$ cat src/verilog/irqp_pkg.sv
// shared constants, register map and carrier types of the priority block
package irqp_pkg;

    ////////////////////////////////////////////////////////////////////////////
    // sizes
    localparam int IRQP_NSRC   = 30;
    localparam int IRQP_NDBG   = 3;
    localparam int IRQP_RW     = 16;
    localparam int IRQP_IDXW   = 5;
    localparam int IRQP_NREG   = 8;

    ////////////////////////////////////////////////////////////////////////////
    // register indices, byte address is four times the index
    localparam logic [IRQP_IDXW-1:0] IRQP_IDX_CFG_1  = 5'h01;
    localparam logic [IRQP_IDXW-1:0] IRQP_IDX_CFG_2  = 5'h02;
    localparam logic [IRQP_IDXW-1:0] IRQP_IDX_CFG_3  = 5'h03;
    localparam logic [IRQP_IDXW-1:0] IRQP_IDX_CFG_4  = 5'h04;
    localparam logic [IRQP_IDXW-1:0] IRQP_IDX_CFG_5  = 5'h05;
    localparam logic [IRQP_IDXW-1:0] IRQP_IDX_ACT_LO = 5'h06;
    localparam logic [IRQP_IDXW-1:0] IRQP_IDX_ACT_HI = 5'h07;
    localparam int                   IRQP_IDX_LSB    = 2;

    ////////////////////////////////////////////////////////////////////////////
    // writable bits per configuration register, reserved bits zero
    localparam logic [IRQP_RW-1:0] IRQP_MASK_CFG_1 = 16'h003f;
    localparam logic [IRQP_RW-1:0] IRQP_MASK_CFG_2 = 16'hffcf;
    localparam logic [IRQP_RW-1:0] IRQP_MASK_CFG_3 = 16'hfffc;
    localparam logic [IRQP_RW-1:0] IRQP_MASK_CFG_4 = 16'hfc3f;
    localparam logic [IRQP_RW-1:0] IRQP_MASK_CFG_5 = 16'hff3f;
    localparam logic [IRQP_RW-1:0] IRQP_CFG_RESET  = 16'h0000;
    localparam logic [1:0]         IRQP_CODE_OFF   = 2'h0;
    localparam logic [1:0]         IRQP_CODE_STEP  = 2'h1;

    ////////////////////////////////////////////////////////////////////////////
    // per source: holding register and low bit of its two-bit field
    localparam int IRQP_SRC_REG [IRQP_NSRC] = '{
        1, 1, 1,
        2, 2, 2, 2, 2, 2, 2,
        3, 3, 3, 3, 3, 3, 3,
        4, 4, 4, 4, 4, 4,
        5, 5, 5, 5, 5, 5, 5};
    localparam int IRQP_SRC_LSB [IRQP_NSRC] = '{
        4, 2, 0,
        14, 12, 10, 8, 6, 2, 0,
        14, 12, 10, 8, 6, 4, 2,
        14, 12, 10, 4, 2, 0,
        14, 12, 10, 8, 4, 2, 0};

    ////////////////////////////////////////////////////////////////////////////
    // carriers
    typedef struct packed {
        logic       valid;
        logic [1:0] level;
    } irqp_req_t;

    typedef struct packed {
        logic                 wr;
        logic                 rd;
        logic [IRQP_IDXW-1:0] idx;
        logic [IRQP_RW-1:0]   wdata;
    } irqp_reg_cmd_t;

    typedef enum logic [1:0] {
        IRQP_BUS_IDLE = 2'b01,
        IRQP_BUS_WAIT = 2'b10
    } irqp_bus_state_t;

endpackage

$ cat src/verilog/irqp_level_decode.sv
// maps one two-bit priority field and its request onto an arbitration request
`timescale 1ns/10ps
`default_nettype none
module irqp_level_decode
    import irqp_pkg::*;
#(
    parameter bit DEBUG_SRC = 1'b0
) (
    input  wire logic [1:0] code,
    input  wire logic       req,
    output irqp_req_t       out
);

    always_comb begin
        out.valid = req && (code != IRQP_CODE_OFF);
        if (DEBUG_SRC) begin
            out.level = code;
        end else begin
            out.level = code - IRQP_CODE_STEP;
        end
    end

endmodule
`default_nettype wire

$ cat src/verilog/irqp_ahb_slave.sv
// ahb-lite slave front end with one wait state, registered answer
`timescale 1ns/10ps
`default_nettype none
module irqp_ahb_slave
    import irqp_pkg::*;
(
    input  wire logic                 mclk,
    input  wire logic                 sys_rst,
    input  wire logic                 hsel,
    input  wire logic [31:0]          haddr,
    input  wire logic [1:0]           htrans,
    input  wire logic                 hwrite,
    input  wire logic [2:0]           hsize,
    input  wire logic [31:0]          hwdata,
    input  wire logic                 hready,
    output logic                      hreadyout,
    output logic                      hresp,
    output logic [31:0]               hrdata,
    output irqp_reg_cmd_t             cmd,
    input  wire logic [IRQP_RW-1:0]   rdata
);

    irqp_bus_state_t      state;
    logic                 pend_write;
    logic                 pend_mapped;
    logic [IRQP_IDXW-1:0] pend_idx;
    logic                 accept;
    logic                 hit;

    // only word-aligned addresses inside the block window are mapped
    assign hit    = (haddr[31:IRQP_IDX_LSB+IRQP_IDXW] == '0) && (haddr[1:0] == 2'h0)
                    && (haddr[IRQP_IDX_LSB +: IRQP_IDXW] < IRQP_IDXW'(IRQP_NREG));
    assign accept = hsel && htrans[1] && hready && (state == IRQP_BUS_IDLE);

    ////////////////////////////////////////////////////////////////////////////
    always_ff @(posedge mclk) begin
        if (sys_rst) begin
            state       <= IRQP_BUS_IDLE;
            pend_write  <= 1'b0;
            pend_mapped <= 1'b0;
            pend_idx    <= '0;
        end else begin
            unique case (state)
                IRQP_BUS_IDLE: begin
                    if (accept) begin
                        state       <= IRQP_BUS_WAIT;
                        pend_write  <= hwrite;
                        pend_mapped <= hit;
                        pend_idx    <= haddr[IRQP_IDX_LSB +: IRQP_IDXW];
                    end
                end
                IRQP_BUS_WAIT: begin
                    state <= IRQP_BUS_IDLE;
                end
            endcase
        end
    end

    ////////////////////////////////////////////////////////////////////////////
    always_ff @(posedge mclk) begin
        if (sys_rst) begin
            hreadyout <= 1'b1;
            hrdata    <= '0;
        end else begin
            hreadyout <= !accept;
            if (state == IRQP_BUS_WAIT) begin
                hrdata <= {16'h0000, (pend_mapped && !pend_write) ? rdata : 16'h0000};
            end
        end
    end

    always_ff @(posedge mclk) begin
        if (sys_rst) begin
            hresp <= 1'b0;
        end else begin
            hresp <= 1'b0;
        end
    end

    always_comb begin
        cmd.wr    = (state == IRQP_BUS_WAIT) && pend_write && pend_mapped;
        cmd.rd    = (state == IRQP_BUS_WAIT) && !pend_write && pend_mapped;
        cmd.idx   = pend_idx;
        cmd.wdata = hwdata[IRQP_RW-1:0];
    end

endmodule
`default_nettype wire

$ cat src/verilog/irqp_priority_regs.sv
// interrupt priority configuration registers and per-source level decode
//
// Our own choice: the AHB-Lite interface to the registers.
`timescale 1ns/10ps
`default_nettype none
module irqp_priority_regs
    import irqp_pkg::*;
#(
    parameter int NSRC = IRQP_NSRC
) (
    input  wire logic            mclk,
    input  wire logic            sys_rst,
    input  wire logic            hsel,
    input  wire logic [31:0]     haddr,
    input  wire logic [1:0]      htrans,
    input  wire logic            hwrite,
    input  wire logic [2:0]      hsize,
    input  wire logic [31:0]     hwdata,
    input  wire logic            hready,
    output logic                 hreadyout,
    output logic                 hresp,
    output logic [31:0]          hrdata,
    input  wire logic [NSRC-1:0] src_req,
    output irqp_req_t            arb_req [NSRC]
);

    ////////////////////////////////////////////////////////////////////////////
    // bus front end
    irqp_reg_cmd_t      cmd;
    logic [IRQP_RW-1:0] rd_value;

    irqp_ahb_slave u_bus (
        .mclk      (mclk),
        .sys_rst   (sys_rst),
        .hsel      (hsel),
        .haddr     (haddr),
        .htrans    (htrans),
        .hwrite    (hwrite),
        .hsize     (hsize),
        .hwdata    (hwdata),
        .hready    (hready),
        .hreadyout (hreadyout),
        .hresp     (hresp),
        .hrdata    (hrdata),
        .cmd       (cmd),
        .rdata     (rd_value)
    );

    ////////////////////////////////////////////////////////////////////////////
    // writable bits of each configuration register
    function automatic logic [IRQP_RW-1:0] cfg_mask(input logic [IRQP_IDXW-1:0] idx);
        unique case (idx)
            IRQP_IDX_CFG_1: cfg_mask = IRQP_MASK_CFG_1;
            IRQP_IDX_CFG_2: cfg_mask = IRQP_MASK_CFG_2;
            IRQP_IDX_CFG_3: cfg_mask = IRQP_MASK_CFG_3;
            IRQP_IDX_CFG_4: cfg_mask = IRQP_MASK_CFG_4;
            IRQP_IDX_CFG_5: cfg_mask = IRQP_MASK_CFG_5;
            default:        cfg_mask = 16'h0000;
        endcase
    endfunction

    ////////////////////////////////////////////////////////////////////////////
    // configuration storage, indexed by register index
    logic [IRQP_RW-1:0] cfg [IRQP_IDX_CFG_1:IRQP_IDX_CFG_5];

    genvar r;
    generate
        for (r = IRQP_IDX_CFG_1; r <= IRQP_IDX_CFG_5; r++) begin : g_cfg
            always_ff @(posedge mclk) begin
                if (sys_rst) begin
                    cfg[r] <= IRQP_CFG_RESET;
                end else if (cmd.wr && (cmd.idx == IRQP_IDXW'(r))) begin
                    cfg[r] <= cmd.wdata & cfg_mask(IRQP_IDXW'(r));
                end
            end
        end
    endgenerate

    ////////////////////////////////////////////////////////////////////////////
    // per-source decode
    irqp_req_t        dec [NSRC];
    logic [NSRC-1:0]  active;

    genvar s;
    generate
        for (s = 0; s < NSRC; s++) begin : g_src
            irqp_level_decode #(
                .DEBUG_SRC (s < IRQP_NDBG)
            ) u_dec (
                .code (cfg[IRQP_SRC_REG[s]][IRQP_SRC_LSB[s] +: 2]),
                .req  (src_req[s]),
                .out  (dec[s])
            );

            always_ff @(posedge mclk) begin
                if (sys_rst) begin
                    arb_req[s] <= '0;
                    active[s]  <= 1'b0;
                end else begin
                    arb_req[s] <= dec[s];
                    active[s]  <= dec[s].valid;
                end
            end
        end
    endgenerate

    ////////////////////////////////////////////////////////////////////////////
    // read path: configuration registers and live request view
    logic [31:0] active_w;

    assign active_w = 32'(active);

    // only a read data phase selects a value, anything else returns zero
    always_comb begin
        rd_value = 16'h0000;
        if (cmd.rd) begin
            unique case (cmd.idx)
                IRQP_IDX_CFG_1,
                IRQP_IDX_CFG_2,
                IRQP_IDX_CFG_3,
                IRQP_IDX_CFG_4,
                IRQP_IDX_CFG_5:  rd_value = cfg[cmd.idx] & cfg_mask(cmd.idx);
                IRQP_IDX_ACT_LO: rd_value = active_w[IRQP_RW-1:0];
                IRQP_IDX_ACT_HI: rd_value = active_w[2*IRQP_RW-1:IRQP_RW];
                default:         rd_value = 16'h0000;
            endcase
        end
    end

endmodule
`default_nettype wire

$ cat config.mk
export PLATFORM = sky130hd
export DESIGN_NAME = irqp_priority_regs
export DESIGN_NICKNAME = d
export VERILOG_FILES = /design/src/verilog/irqp_pkg.sv /design/src/verilog/irqp_level_decode.sv /design/src/verilog/irqp_ahb_slave.sv /design/src/verilog/irqp_priority_regs.sv
export SDC_FILE = /design/constraint.sdc
export NUM_CORES = 1
export LEC_CHECK = 0
export BUFFER_PORTS_ARGS = -buffer_cell sky130_fd_sc_hd__buf_4
export CAP_MARGIN = 5
export CORE_MARGIN = 2
export CORE_UTILIZATION = 35
export CTS_BUF_LIST = sky130_fd_sc_hd__clkbuf_16
export DETAILED_ROUTE_END_ITERATION = 12
export SKIP_CTS_REPAIR_TIMING = 1
export SLEW_MARGIN = 5
export SYNTH_ARGS = -nofsm -noshare
export SYNTH_HDL_FRONTEND = slang
export SYNTH_SLANG_ARGS = --single-unit
$ cat constraint.sdc
create_clock -name mclk -period 2.7 [get_ports mclk]
set_input_delay 0.135 -clock mclk [delete_from_list [all_inputs] [get_ports mclk]]
set_output_delay 0.135 -clock mclk [all_outputs]
set_load 0.02 [all_outputs]
# [Word level (Yosys, flattened, before mapping)]
# Memories as Yosys holds them, arrays and structs flattened. A register that Yosys moved wholly into a read port is not among the register bits.
# Index checks and enable logic that the tools add are counted.
[classes] n_addsub=27 multipliers=0 n_div=0 n_lt_le_gt_ge=1 n_eq_ne=10 shift=0 mux=32 n_bitwise=6 reduce_logical=81
[op_table] operator="16-bit two-way mux" n=9
[op_table] operator="16-bit one-hot mux with 5 select lines" n=1
[op_table] operator="2-bit nonzero test" n=30
[op_table] operator="2-bit by 1-bit subtractor with 2-bit output, second input constant" n=27
[op_table] operator="16-bit one-hot mux with 3 select lines" n=1
[op_table] operator="1-bit logical AND" n=45
[op_table] operator="25-bit zero test" n=1
[op_table] operator="5-bit by 3-bit == test with 1-bit output, second input constant" n=4
[op_table] operator="1-bit two-way mux" n=17
[op_table] operator="16-bit AND" n=1
[op_table] operator="5-bit by 2-bit == test with 1-bit output, second input constant" n=2
[op_table] operator="3-bit two-way mux" n=2
[op_table] operator="5-bit by 1-bit == test with 1-bit output, second input constant" n=1
[op_table] operator="5-bit by 4-bit less-than comparator with 1-bit output, second input constant" n=1
[op_table] operator="1-bit OR" n=5
[op_table] operator="5-bit OR reduction" n=1
[op_table] operator="2-bit one-hot mux with 2 select lines" n=1
[op_table] operator="2-bit by 1-bit == test with 1-bit output, second input constant" n=1
[op_table] operator="2-bit == test, second input constant" n=1
[op_table] operator="1-bit zero test" n=2
[op_table] operator="2-bit zero test" n=1
[op_table] operator="2-bit two-way mux" n=1
[op_table] operator="2-bit by 1-bit inequality test with 1-bit output, second input constant" n=1
[op_table] operator="2-bit AND reduction" n=1
[totals] register_bits=116 latch_bits=0 ramBits=80 rom_bits=0 wordCells=224 n_memories=1
[memory_table] name="cfg" depth=5 word_bits=16 read_ports=6 rd_clocked_by_memory_dff=1 wr=5 line_no="irqp_priority_regs.sv:64" source="logic [IRQP_RW-1:0] cfg [IRQP_IDX_CFG_1:IRQP_IDX_CFG_5];"

# [Longest topological paths before layout]
# Gate-level depths: netlist of the first run.
[logic_depth] word_depth=8 depth_mapped=6

# [By module]
# From an unflattened synthesis of the first run, not the netlist that was laid out.
[unflattened] hier_cells=733 hier_area_um2=7912.6
[modules_own_cells] mod="irqp_priority_regs" n_inst=1 cells_each=464 area_per_inst_um2=5565.3
[modules_own_cells] mod="irqp_ahb_slave" n_inst=1 cells_each=125 area_per_inst_um2=1266.2
[modules_own_cells] mod="irqp_level_decode (g_src[10].u_dec ...)" n_inst=27 cells_each=5 area_per_inst_um2=37.5
[modules_own_cells] mod="irqp_level_decode (g_src[0].u_dec ...)" n_inst=3 cells_each=3 area_per_inst_um2=22.5

# [Least setup slack after synthesis of the first run]
# No wires, ideal clock.
[synth_path] path_kind="register to register" from="register u_bus.pend_idx[3]" to="memory cfg[2][0] (enable)" setup_ps=407 arrival_ps=2010 path_slack_ps=282 path_stages_with_launch=3 path_buffers=0 synth_period_minus_slack_ps=2418 path_cell_list="dfxtp_1 > or4b_4 > o31ai_1"
[synth_lines] element="from (decl)" line_no="irqp_ahb_slave.sv:26" source="logic [IRQP_IDXW-1:0] pend_idx;"
[synth_lines] element="from (signal assigned)" line_no="irqp_ahb_slave.sv:49" source="pend_idx <= haddr[IRQP_IDX_LSB +: IRQP_IDXW];"
[synth_lines] element="to (decl)" line_no="irqp_priority_regs.sv:64"

==> results of run 1 <==
power breakdown:
part           internal [mW]  switching (mW)  leakage, nW
combinational          0.278           0.317         2.32
sequential              2.89          0.0737         1.60
clock                   1.46            1.07        0.286
flip-flops by register name, indices dropped and copies added (netlist names), 2 cells and up, named ones only:
name and flops:
active 30, arb_req 60, u_bus.state 2, cfg 60, u_bus.hrdata 16, u_bus.pend_idx 5
tightest hold or removal path: cells and delay by family:
| kind | cells | cell delay, ps |
|---|---|---|
| simple gates | 1 | 80 |
| mux | 1 | 60 |
| buf+inv | 1 | 90 |
metal layers:
metal | vias up | part of all wire
li1 | 2649 | -
met1 | 2578 | 0.43
met2 | 215 | 0.47
met3 | 29 | 0.076
met4 | 0 | 0.024
met5 | - | 0
cell type report:
class                      instances  share of cell area
timing repair buffer             246              0.1988
clock inverter                    15             0.01850
clock buffer                      17             0.04338
sequential                       179              0.4267
multi-input combinational        381              0.2560
inverter                          58             0.02220
tap                              270             0.03445
per-stage QoR:
| stage | instances | total power [mW] | worst slack [ps] | hold slack, ps |
|---|---|---|---|---|
| after floorplan | 668 | 3.285 | 282.1 | 268.4 |
| final | 1166 | 6.094 | 571.3 | -23.97 |
| after global placement | 1098 | 3.573 | 630.7 | 373.5 |
| after detailed placement | 1098 | 3.575 | 601.9 | 378.5 |
| after global routing | 1166 | 6.313 | 402.2 | 0.9817 |
| after CTS | 1130 | 6.097 | 580.8 | -72.97 |
kinds of logic after synthesis:
logic type                 count (synthesis)  share of synthesized area
and+or+nand+nor                          241                     0.1909
buffers and inverters                    108                    0.07036
adders and majority gates                 27                    0.04738
AOI/OAI and AO/OA                         73                    0.07194
muxes                                     22                    0.03088
xor gates and xnor gates                   1                   0.001229
DFF                                      179                     0.5868
other                                      1                  0.0005259
placed cells by master (no fill, tap or decap), drive strengths merged, types with 7 or more instances in the layout:
cell         instances
a21oi               17
a221oi               8
and2                61
buf                210
clkbuf              17
clkinv               7
conb                17
dfxtp              119
dlygate4sd3         36
edfxtp              60
ha                  27
inv                 60
mux2i               22
nand2               26
nand3                8
nor2                72
nor2b                7
nor3                 8
nor3b               27
nor4                 9
o21ai               17
worst min path at each step:
stage                           from                end  slack [ps]  depth (start not counted)
after CTS                     hwrite   u_bus.pend_write         -70                          3
after global routing       hwdata[7]          cfg[2][7]           1                          2
after floorplan           src_req[0]          active[0]         270                          1
final                       haddr[5]  u_bus.pend_idx[3]         -20                          3
after global placement    src_req[0]          active[0]         370                          2
after detailed placement  src_req[0]          active[0]         380                          2
==> results.txt, run 1 <==
The first TritonRoute pass finished after 5 iterations. The multi-input combinational cell area came out at 0.002510 mm^2. The area inside the core boundary came out at 0.02010 mm^2. The per-instance average area after synthesis is 10.94 um^2. The clock skew came out at 9.931 ps. The static leakage came out at 4.207 nW. The fraction of post-synthesis cell area in the top cell type by area is 0.3341.

The met1 usage in global routing came out at 0.2432. The detailed-placement wirelength estimate is 15.11 mm. The die height is 146.7 um. The Yosys step of the flow raised 0 warnings. In this run the most used layer during global routing was met2. The destination of the worst register-to-register timing path is cfg[5][3]. The class of the most critical setup path is reg -> reg. The post-layout net count is 1014.

The number of hold violations in the final report is 5. Walking the worst path, the cells encountered are or3b_1 > nor2_1 > a41o_1 > buf_4. The wire length of the first global-routing pass came out at 30.19 mm.

The sum of routed wire length over all layers is 20.66 mm. The number of enable-type register cells in the synthesized netlist came out at 60. The kind of start point of the critical path is a flip-flop.

The final routed DRC violation total is 0. In this run the number of cells on the critical path is 4. CTS built an H-tree with a depth of 4.

The tree is rooted in a sky130_fd_sc_hd__clkbuf_16. The tightest min-delay check is of the in -> reg type. For this run, the top clock speed supported by timing is 469.8 MHz.

The number of global-route vias before repair is 5208. In this run the deepest clock path goes through 2 buffers. The filler cells instantiated in the layout total 1826.

The setup TNS is 0 ps. The flow ran to the end, but the final reports show violations. The count of cell types in the netlist is 56. The met3 track utilization from global routing is 0.05311. In the final layout, the share of cells above drive strength 1 is 0.2790.

The largest fanout on the critical path came out at 14. Setup repair after global routing left no endpoint under its margin. The growth of design area from synthesis to finish is 37.52%.

After synthesis, the cell types taking the most area are sky130_fd_sc_hd__dfxtp_1, sky130_fd_sc_hd__edfxtp_1, sky130_fd_sc_hd__and2_1. The later pin in the worst-skew pair is clocked with a latency of 430 ps. The clock-pin slew of the registers on the worst-case setup and hold paths is 70 ps. The delay of the slowest cell on the worst path is 580 ps.

The via density per instance came out at 4.692. The data arrival time of the critical path is 2240 ps. The number of clock buffers added by TritonCTS is 17. The via count of the routed design is 5471. The pin count of the biggest net entering global routing came out at 61. The number of failing setup endpoints in the final timing report is 0. In this run the cell area of the synthesized design comes to 0.007131 mm^2. Among cell families on the critical path, the largest total delay comes from simple AND/OR/NAND/NOR gates.

In this run the worst setup path begins at u_bus.pend_idx[2]. The count of final max-slew check failures came to 0. The global-route total usage across every layer is 0.1885. The weighted congestion at the end of routability-driven global placement came out at 0.8374. Port buffering added 190 buffers.

The worst IR drop on VDD is 0.3732 mV. After routing the design area is 0.009806 mm^2. The die is 146.7 um wide.

The checks that failed: hold timing. By instance count, the leading cell after synthesis is sky130_fd_sc_hd__dfxtp_1. The iteration-0 DRC count of the detailed router came out at 401.

The worst max-slew margin expressed relative to the limit is 0.2659. The number of sinks driven by the clock tree came out at 179. The areal power density over the cells is 621.4 mW/mm^2. The average wire per standard cell came out at 17.72 um. The number of cells traversed by the worst register-to-register path came out at 4. The area taken by flip-flops and latches is 0.004184 mm^2. The register-to-register path setup slack came out at 570 ps. The slowest stage of the critical path belongs to the cell sky130_fd_sc_hd__dfxtp_1. After global routing the overflow that remains totals 0. The most critical setup path has its endpoint at cfg[5][3]. The max capacitance violation total is 0. The cell area after placement is 0.008838 mm^2. For met2 alone, demand over resource in global routing was 0.3070. The number of antenna violations at the first check in global routing is 0. For this run, the register share of the synthesized area comes to 0.5868. The initial standard-cell utilization of the core is 0.3547. The final antenna diode count came out at 0. The number of buffers and inverters on the critical path is 1.

The I/O pin count is 228. After synthesis the netlist holds a flip-flop and latch count of 179. The final worst-path cycle share is 0.7884. The utilization after layout is 0.4877.

The number of cell rows is 52. Synthesis produced 652 cells. TritonCTS built the clock tree. The synthesized design spends more area on one cell type than any other, namely sky130_fd_sc_hd__dfxtp_1.

The tightest hold margin came out at -23.97 ps. Ranked by instance count, the synthesized netlist is headed by sky130_fd_sc_hd__dfxtp_1, sky130_fd_sc_hd__nor2_1, sky130_fd_sc_hd__and2_1. STA classifies the critical path endpoint as a flip-flop.

For this run, the leading register cell type out of synthesis is sky130_fd_sc_hd__dfxtp_1. The async set-reset flop share out of synthesis came out at 0. The data required time at the worst endpoint came out at 2820 ps.

The die area is 0.02153 mm^2. The post-detailed-route count of antenna-violating nets came out at 0. For the finished layout, the period the worst path requires is 2129 ps. The slew at the pin closest to its max-slew limit came out at 1095 ps. The origin of the critical flop-to-flop path is u_bus.pend_idx[2].
Power figures use the tool's default switching activity.
==> inputs of run 2 (changes only) <==
==> constraint.sdc (replaced) <==
create_clock -name mclk -period 1.83 [get_ports mclk]
set_input_delay 0.0915 -clock mclk [delete_from_list [all_inputs] [get_ports mclk]]
set_output_delay 0.0915 -clock mclk [all_outputs]
set_load 0.02 [all_outputs]
==> run 2 against run 1 <==
  * The run still ends with hold timing left
  * Final area increased by 5.4%
  * Largest cell class unchanged
  * Setup slack worse by 520 ps
  * Sequential share of layout area is 2.2 points lower
  * Worst hold slack better by 22 ps
==> results.txt, run 2 (same netlist as run 1, synthesis figures left out) <==
The flow ran to the end, but the final reports show violations. The checks that failed: hold timing. The clock-pin slew of the registers on the worst-case setup and hold paths came out at 70 ps (about the same). The die span in x is 146.7 um (unchanged). The die height came out at 146.7 um (unchanged). Walking the worst path, the cells encountered are or4b_4 > o31ai_4 > buf_6. The initial standard-cell utilization of the core is 0.3547 (unchanged). The area inside the core boundary is 0.02010 mm^2 (unchanged).

The areal power density over the cells was 874.0 mW/mm^2 (+41%). In the final layout, the registers with the most flip-flops are arb_req x60, cfg x60, active x30. The number of sinks driven by the clock tree came out at 179 (unchanged). The number of hold violations in the final report is 1 (-4). The largest fanout on the critical path was 6 (-8). The wire length of the first global-routing pass is 30.85 mm (+2.2%). The setup TNS was 0 ps (unchanged). The static leakage came out at 4.504 nW (+7.1%). The fraction of final layout cells sized beyond drive strength 1 is 0.2937 (+0.01467). The max capacitance violation total is 0 (unchanged). The number of buffers inserted by port buffering is 190 (unchanged).

The weighted congestion at the end of routability-driven global placement is 0.8318 (-0.67%). The sum of overflow across all layers after global routing is 0 (unchanged). The count of buffering cells on the critical path with inverters included is 1 (unchanged).

The post-detailed-route count of antenna-violating nets came out at 0 (unchanged). The number of failing setup endpoints in the final timing report was 0 (unchanged). The slew at the pin closest to its max-slew limit was 511.8 ps (-583.3 ps). The iteration-0 DRC count of the detailed router is 399 (-0.50%). The total stage count of the critical path was 3 (-1). The data required time at the worst endpoint is 1960 ps (-860 ps). The endpoint of the worst setup timing path is cfg[2][11]. The destination of the worst register-to-register timing path is cfg[2][11]. The cell area after placement came out at 0.009051 mm^2 (+2.4%). The number of cell rows is 52 (unchanged).

The sum of routed wire length over all layers came out at 21.42 mm (+3.7%). Among all stages on the critical path, the largest delay is contributed by sky130_fd_sc_hd__or4b_4. The CTS root buffer is sky130_fd_sc_hd__clkbuf_16.

The startpoint identified for the worst hold timing path is haddr[7]. The number of cells traversed by the worst register-to-register path is 3 (-1). The average wire per standard cell came out at 17.54 um (-0.99%). The detailed-router iteration count before antenna repair was 5 (unchanged).

The count of final max-slew check failures is 0 (unchanged). The fmax is 562.3 MHz (+20%). The worst-case clock buffer depth came out at 2 (unchanged). The delay of the slowest cell on the worst path came out at 590 ps (about the same).

The final worst-path cycle share was 0.9718 (+0.1834). Leaving out fill and tap cells, the most frequent cell in the layout is sky130_fd_sc_hd__buf_4. The final standard cell area without fillers came out at 0.01034 mm^2 (+5.4%).

The I/O pin count came out at 228 (unchanged). The via count of the routed design came out at 5739 (+4.9%). The min-delay analysis places its worst path in the category in -> reg. The number of antenna violations at the first check in global routing was 1 (+1). The worst setup path is launched from a flip-flop. The layout filler cell count came out at 1815 (-0.60%).

The growth of design area from synthesis to finish is 44.99%. The data arrival time of the critical path is 1910 ps (-330 ps). In the layout the commonest cells are sky130_fd_sc_hd__buf_4, sky130_fd_sc_hd__dfxtp_1, sky130_fd_sc_hd__nor2_1. The number of buffers created by CTS came out at 17 (unchanged). The pin count of the biggest net entering global routing is 47 (-23%).

The detailed-placement wirelength estimate came out at 15.54 mm (+2.8%). The worst IR drop on VDD came to 0.6326 mV (+69%). The number of global-route vias before repair is 5372 (+3.1%).

The register-to-register path setup slack came out at 50 ps (-520 ps). In this run the worst setup path begins at u_bus.pend_idx[2]. In this run the critical register-to-register path is launched from u_bus.pend_idx[2]. Setup repair after global routing left no endpoint under its margin. The minimum clock period was 1778 ps (-350.3 ps). The insertion delay of the later-clocked pin in the worst-skew pair is 430 ps (about the same). The die area came to 0.02153 mm^2 (unchanged). The maximum level of the CTS H-tree is 4 (unchanged). The final routed DRC violation total is 0 (unchanged). The clock skew came to 9.479 ps (-0.4518 ps).

The worst setup path is of the reg -> reg kind. The CTS tree is done. The post-layout net count is 1068 (+5.3%). The global-route total usage across every layer is 0.1908 (+0.002232). On the critical path the largest part of the delay comes from simple AND/OR/NAND/NOR gates. The tightest hold margin came out at -1.547 ps (+22.42 ps). The worst setup path is captured at a flip-flop. The via density per instance is 4.700 (+0.17%). The worst max-slew margin expressed relative to the limit is 0.6580 (+0.3921).
run 2: cell count changes in the layout (fill, tap and decap cells not counted), moves of 2 or more:
cell / previous run / this run
sky130_fd_sc_hd__clkinv_4: 4 / 1
sky130_fd_sc_hd__clkinvlp_4: 3 / 1
sky130_fd_sc_hd__buf_4: 209 / 229
sky130_fd_sc_hd__inv_6: 3 / 5
sky130_fd_sc_hd__dlygate4sd3_1: 36 / 65
sky130_fd_sc_hd__buf_12: 1 / 3
sky130_fd_sc_hd__clkinv_2: 0 / 2
sky130_fd_sc_hd__buf_6: 0 / 3
run 2: worst min-delay path, delay by kind of cell:
kind / cells / cell delay (ps)
compound gates: 1 / 90
simple gates: 2 / 120
buf+inv: 1 / 80
run 2: per-layer routing:
metal / global-route usage / share of wire / wire length (um)
met5: 0 / 0 / 0
met4: 0.06893 / 0.028 / 597
met2: 0.3056 / 0.47 / 10080
met1: 0.2523 / 0.44 / 9367
met3: 0.04627 / 0.064 / 1375
run 2: worst min path at each step:
stage                        end  slack (ps)  cells after the start
3_5_place_dp   u_bus.pend_idx[4]         310                      2
5_1_grt        u_bus.pend_mapped        -0.5                      4
2_1_floorplan          active[0]         220                      1
6_report       u_bus.pend_mapped          -2                      4
3_3_place_gp   u_bus.pend_idx[4]         320                      2
4_1_cts        u_bus.pend_idx[4]        -130                      2
run 2: per-stage QoR:
step	total power, mW	utilization	hold WS [ps]	setup WS, ps	cells
global placement	5.310	0.4502	317.5	-16.97	1123
global route	9.350	0.5143	-0.4830	9.406	1221
floorplan	4.847	-	224.9	-155.7	668
detailed placement	5.313	0.4502	314.7	-35.87	1123
finish	9.036	0.5143	-1.547	51.67	1221
CTS	8.989	0.4800	-132.1	-67.45	1155
run 2: layout make-up:
cell class | instances | area [um^2] | area share
flip-flops and latches | 179 | 4185 | 0.4048
multi-input cells | 381 | 2532 | 0.2449
repair buffers | 300 | 2464 | 0.2383
clock buffers | 18 | 450.4 | 0.04357
well taps | 270 | 337.8 | 0.03268
inverters | 58 | 217.7 | 0.02106
clock inverters | 14 | 148.9 | 0.01440
diodes | 1 | 2.502 | 0.0002420
run 2: power by group:
part	switching (mW)	internal, mW
registers	0.0985	4.26
clock network	1.58	2.11
logic	0.503	0.481
total	2.18	6.85
==> inputs of run 3 (changes only) <==
--- a/config.mk
+++ b/config.mk
@@ -5,6 +5,7 @@
 export SDC_FILE = /design/constraint.sdc
 export NUM_CORES = 1
 export LEC_CHECK = 0
+export ABC_AREA = 1
 export BUFFER_PORTS_ARGS = -buffer_cell sky130_fd_sc_hd__buf_4
 export CAP_MARGIN = 5
 export CORE_MARGIN = 2
==> run 3 against run 2 <==
  * The flow now finishes without violations
  * Final area is 4.0% lower
  * Critical path depth is 2 higher
  * Power is 0.69% lower
  * Register-to-register slack better by 160 ps
  * Setup slack better by 160 ps
  * Routed wire length is 2.0% higher
  * Maximum frequency is 9.7% higher
  * Critical endpoint is now cfg[4][3]
==> results.txt, run 3 <==
The flow ran to the end, and the final reports show no timing, DRC or antenna violations. The areal power density over the cells came out at 904.2 mW/mm^2 (+3.5%). The average wire per standard cell came out at 16.20 um (-7.7%).

STA classifies the critical path endpoint as a flip-flop. The maximum level of the CTS H-tree came out at 4 (unchanged). The setup slack of the critical path after layout came out at 209.5 ps (+157.8 ps). The die span in x is 146.8 um (about the same).

The met3 layer wire length in the routed design came out at 1.683 mm (+22%). The weighted congestion at the end of routability-driven global placement is 0.8842 (+6.3%). The critical path ends at cfg[4][3]. The via density per instance is 4.577 (-2.6%).

The post-synthesis sequential area ratio came out at 0.5859 (-0.0008225). The number of hold violations in the final report is 0 (-1). The iteration-0 DRC count of the detailed router came out at 459 (+15%).

The clock skew was 12.15 ps (+2.668 ps). The final routed DRC violation total came to 0 (unchanged). Sorting the synthesized cells by area gives the leading types as sky130_fd_sc_hd__dfxtp_1, sky130_fd_sc_hd__edfxtp_1, sky130_fd_sc_hd__nor2_1.

The area taken by flip-flops and latches is 0.004185 mm^2 (unchanged). The count of final max-slew check failures is 0 (unchanged). The growth of design area from synthesis to finish came out at 38.99%. The proportion of total power due to net switching came out at 0.2724 (+0.03093).

The number of antenna violations at the first check in global routing came to 0 (-1). The fraction of post-synthesis cell area in the top cell type by area is 0.3336 (-0.0004683). The number of sinks driven by the clock tree came out at 179 (unchanged). The number of global-route vias before repair is 5879 (+9.4%). The per-instance average area after synthesis was 8.676 um^2 (-21%). The detailed router used layers up to and including met4. The count of cell types in the netlist was 28 (-50%). The via count of the routed design came to 6175 (+7.6%).

The data arrival time of the critical path is 1740 ps (-170 ps). The minimum clock period came out at 1621 ps (-157.8 ps). The final worst-path cycle share is 0.8855 (-0.08625).

The detailed-router iteration count before antenna repair came to 5 (unchanged). The slew at the pin closest to its max-slew limit is 717.4 ps (+205.5 ps). The multi-input combinational cell area came out at 0.002419 mm^2 (-4.5%). The largest total area in the synthesized netlist belongs to sky130_fd_sc_hd__dfxtp_1. The cell area after placement came out at 0.008950 mm^2 (-1.1%). The pin count of the biggest net entering global routing is 44 (-6.4%). The die height is 146.8 um (about the same). The routed length on met1 came to 10.20 mm (+8.9%). The final standard cell area without fillers came out at 0.009925 mm^2 (-4.0%).

The largest registers in the layout are arb_req x60, cfg x60, active x30. The fmax was 617.1 MHz (+9.7%). The switching power summed over all nets is 2.445 mW (+12%). The detailed route wirelength on metal2 came out at 9.450 mm (-6.3%). The register-to-register path setup slack was 210 ps (+160 ps). TritonCTS built the clock tree. The sum of overflow across all layers after global routing came to 0 (unchanged).

The die area came out at 0.02156 mm^2 (+0.14%). The number of standard cells after synthesis is 823 (+26%). The fraction of final layout cells sized beyond drive strength 1 came out at 0.2475 (-0.04623). The combinational cell fraction of total power is 0.115 (+0.006). The flip-flop and latch count after synthesis is 179 (unchanged). The worst max-slew margin expressed relative to the limit came out at 0.5212 (-0.1368). The library cells used most frequently in the layout, excluding fill and tap cells, are sky130_fd_sc_hd__buf_4, sky130_fd_sc_hd__nor2_1, sky130_fd_sc_hd__nand2_1. The sum of routed wire length over all layers is 21.85 mm (+2.0%). Clock tree synthesis selected as its root buffer the cell sky130_fd_sc_hd__clkbuf_16. The largest fanout on the critical path came out at 12 (+6). The worst register-to-register path ends at cfg[4][3]. The area of the mapped netlist is 0.007141 mm^2 (+0.14%).

The static leakage came out at 4.785 nW (+6.2%). The number of enable-type register cells in the synthesized netlist is 60 (unchanged). The worst IR drop on VDD is 0.6830 mV (+8.0%). The post-layout net count is 1197 (+12%). The area inside the core boundary came out at 0.02010 mm^2 (unchanged).

The count of warnings emitted by yosys is 0 (unchanged). The most common library cell in the layout ignoring fill and taps is sky130_fd_sc_hd__buf_4. The number of failing setup endpoints in the final timing report came out at 0 (unchanged). The final antenna diode count is 0 (-1). The share of total power in sequential cells is 0.485 (+0.003). By count the netlist is led by sky130_fd_sc_hd__nor2_1, sky130_fd_sc_hd__nand2_1, sky130_fd_sc_hd__dfxtp_1. The min-delay analysis places its worst path in the category in -> reg. The max capacitance violation total came out at 0 (unchanged). The clock-pin slew of the registers on the worst-case setup and hold paths is 70 ps (about the same). The cell with the largest stage delay on the worst path is sky130_fd_sc_hd__dfxtp_1.

The critical path in this run is classified as reg -> reg. The initial standard-cell utilization of the core was 0.3552 (+0.0004979). The utilization after layout is 0.4937 (-0.02060). In the post-synthesis netlist, the cell with the most instances is sky130_fd_sc_hd__nor2_1. The worst-case clock buffer depth came out at 2 (unchanged).

Setup repair after global routing left no endpoint under its margin. The delay of the slowest cell on the worst path is 360 ps (-230 ps). The layout filler cell count was 1884 (+3.8%). The number of buffers inserted by port buffering was 190 (unchanged). In this run the worst setup path begins at u_bus.pend_idx[2]. The I/O pin count is 228 (unchanged). The wire length of the first global-routing pass came to 32.75 mm (+6.2%). The setup TNS came to 0 ps (unchanged).

The signal on the critical path passes through inv_1 > nor2_4 > nand3_2 > o31ai_2 > buf_4. The clock network power share came out at 0.399 (-0.010). The number of cells traversed by the worst register-to-register path came out at 5 (+2). The minimum setup slack after placement is 41.00 ps (+76.86 ps).

The number of cell rows came out at 52 (unchanged). The global-route total usage across every layer is 0.2018 (+0.01106). The post-detailed-route count of antenna-violating nets came out at 0 (unchanged). The detailed-placement wirelength estimate came out at 16.15 mm (+3.9%). The total internal power came out at 6.529 mW (-4.7%). The number of buffers created by CTS is 17 (unchanged). The async set-reset flop share out of synthesis came to 0 (unchanged).

The worst setup path is launched from a flip-flop. The insertion delay of the later-clocked pin in the worst-skew pair is 430 ps (about the same). The commonest register cell after synthesis is sky130_fd_sc_hd__dfxtp_1. The origin of the critical flop-to-flop path is u_bus.pend_idx[2]. The data required time at the worst endpoint is 1950 ps (about the same).
run 3: cell count changes in the layout (fill, tap and decap cells not counted), sizes merged, moves of 16 or more:
cell	delta
and2	-61
buf	-16
dlygate4sd3	-29
inv	+43
mux2i	-22
nand2	+133
nand3	+35
nor2	+123
nor3b	-26
run 3: worst min-delay path by stage:
stage | to | slack [ps] | depth (start not counted) | start
4_1_cts | active[26] | -140 | 3 | src_req[26]
3_5_place_dp | active[29] | 320 | 3 | src_req[29]
6_report | cfg[5][9] | 3 | 3 | hwdata[9]
3_3_place_gp | active[7] | 310 | 3 | src_req[7]
5_1_grt | cfg[5][9] | 2 | 3 | hwdata[9]
2_1_floorplan | active[10] | 210 | 2 | src_req[10]
run 3: through the flow:
stage / std cells / hold slack, ps / power (mW)
global placement: 1281 / 312.4 / 5.406
floorplan: 839 / 214.2 / 4.923
detailed placement: 1281 / 316.6 / 5.406
global route: 1349 / 1.799 / 9.330
CTS: 1313 / -137.9 / 8.980
finish: 1349 / 3.085 / 8.973
run 3: power groups by stage:
stage,clock [mW],sequential [mW],combinational [mW]
global route,3.83,4.37,1.13
detailed placement,0,4.44,0.965
floorplan,0,4.54,0.381
finish,3.58,4.36,1.03
CTS,3.66,4.35,0.970
global placement,0,4.44,0.965
run 3: cell type report:
cell class / count / area share
clock inverters: 15 / 0.01664
multi-input cells: 513 / 0.2437
clock buffers: 17 / 0.04286
well taps: 270 / 0.03404
flip-flops and latches: 179 / 0.4217
repair buffers: 255 / 0.2032
inverters: 100 / 0.03782
run 3: layer usage:
| metal | GRT usage | vias up |
|---|---|---|
| li1 | - | 3044 |
| met1 | 0.2868 | 2830 |
| met2 | 0.2951 | 274 |
| met3 | 0.05559 | 27 |
| met4 | 0.07233 | 0 |
| met5 | 0 | - |
run 3: worst max-delay path, delay by kind of cell (launching register included):
kind	cells	cell delay, ps
buffers and inverters	2	360
AND/OR/NAND/NOR	2	340
flip-flops	1	360
AO/OA/AOI/OAI	1	250
run 3: logic make-up after synthesis:
| family | after synthesis | share of synthesized area |
|---|---|---|
| simple gates | 411 | 0.2348 |
| flops | 179 | 0.5859 |
| buf+inv | 147 | 0.08831 |
| compound gates | 58 | 0.04311 |
| fa+ha+maj | 27 | 0.04731 |
| other cells | 1 | 0.0005252 |
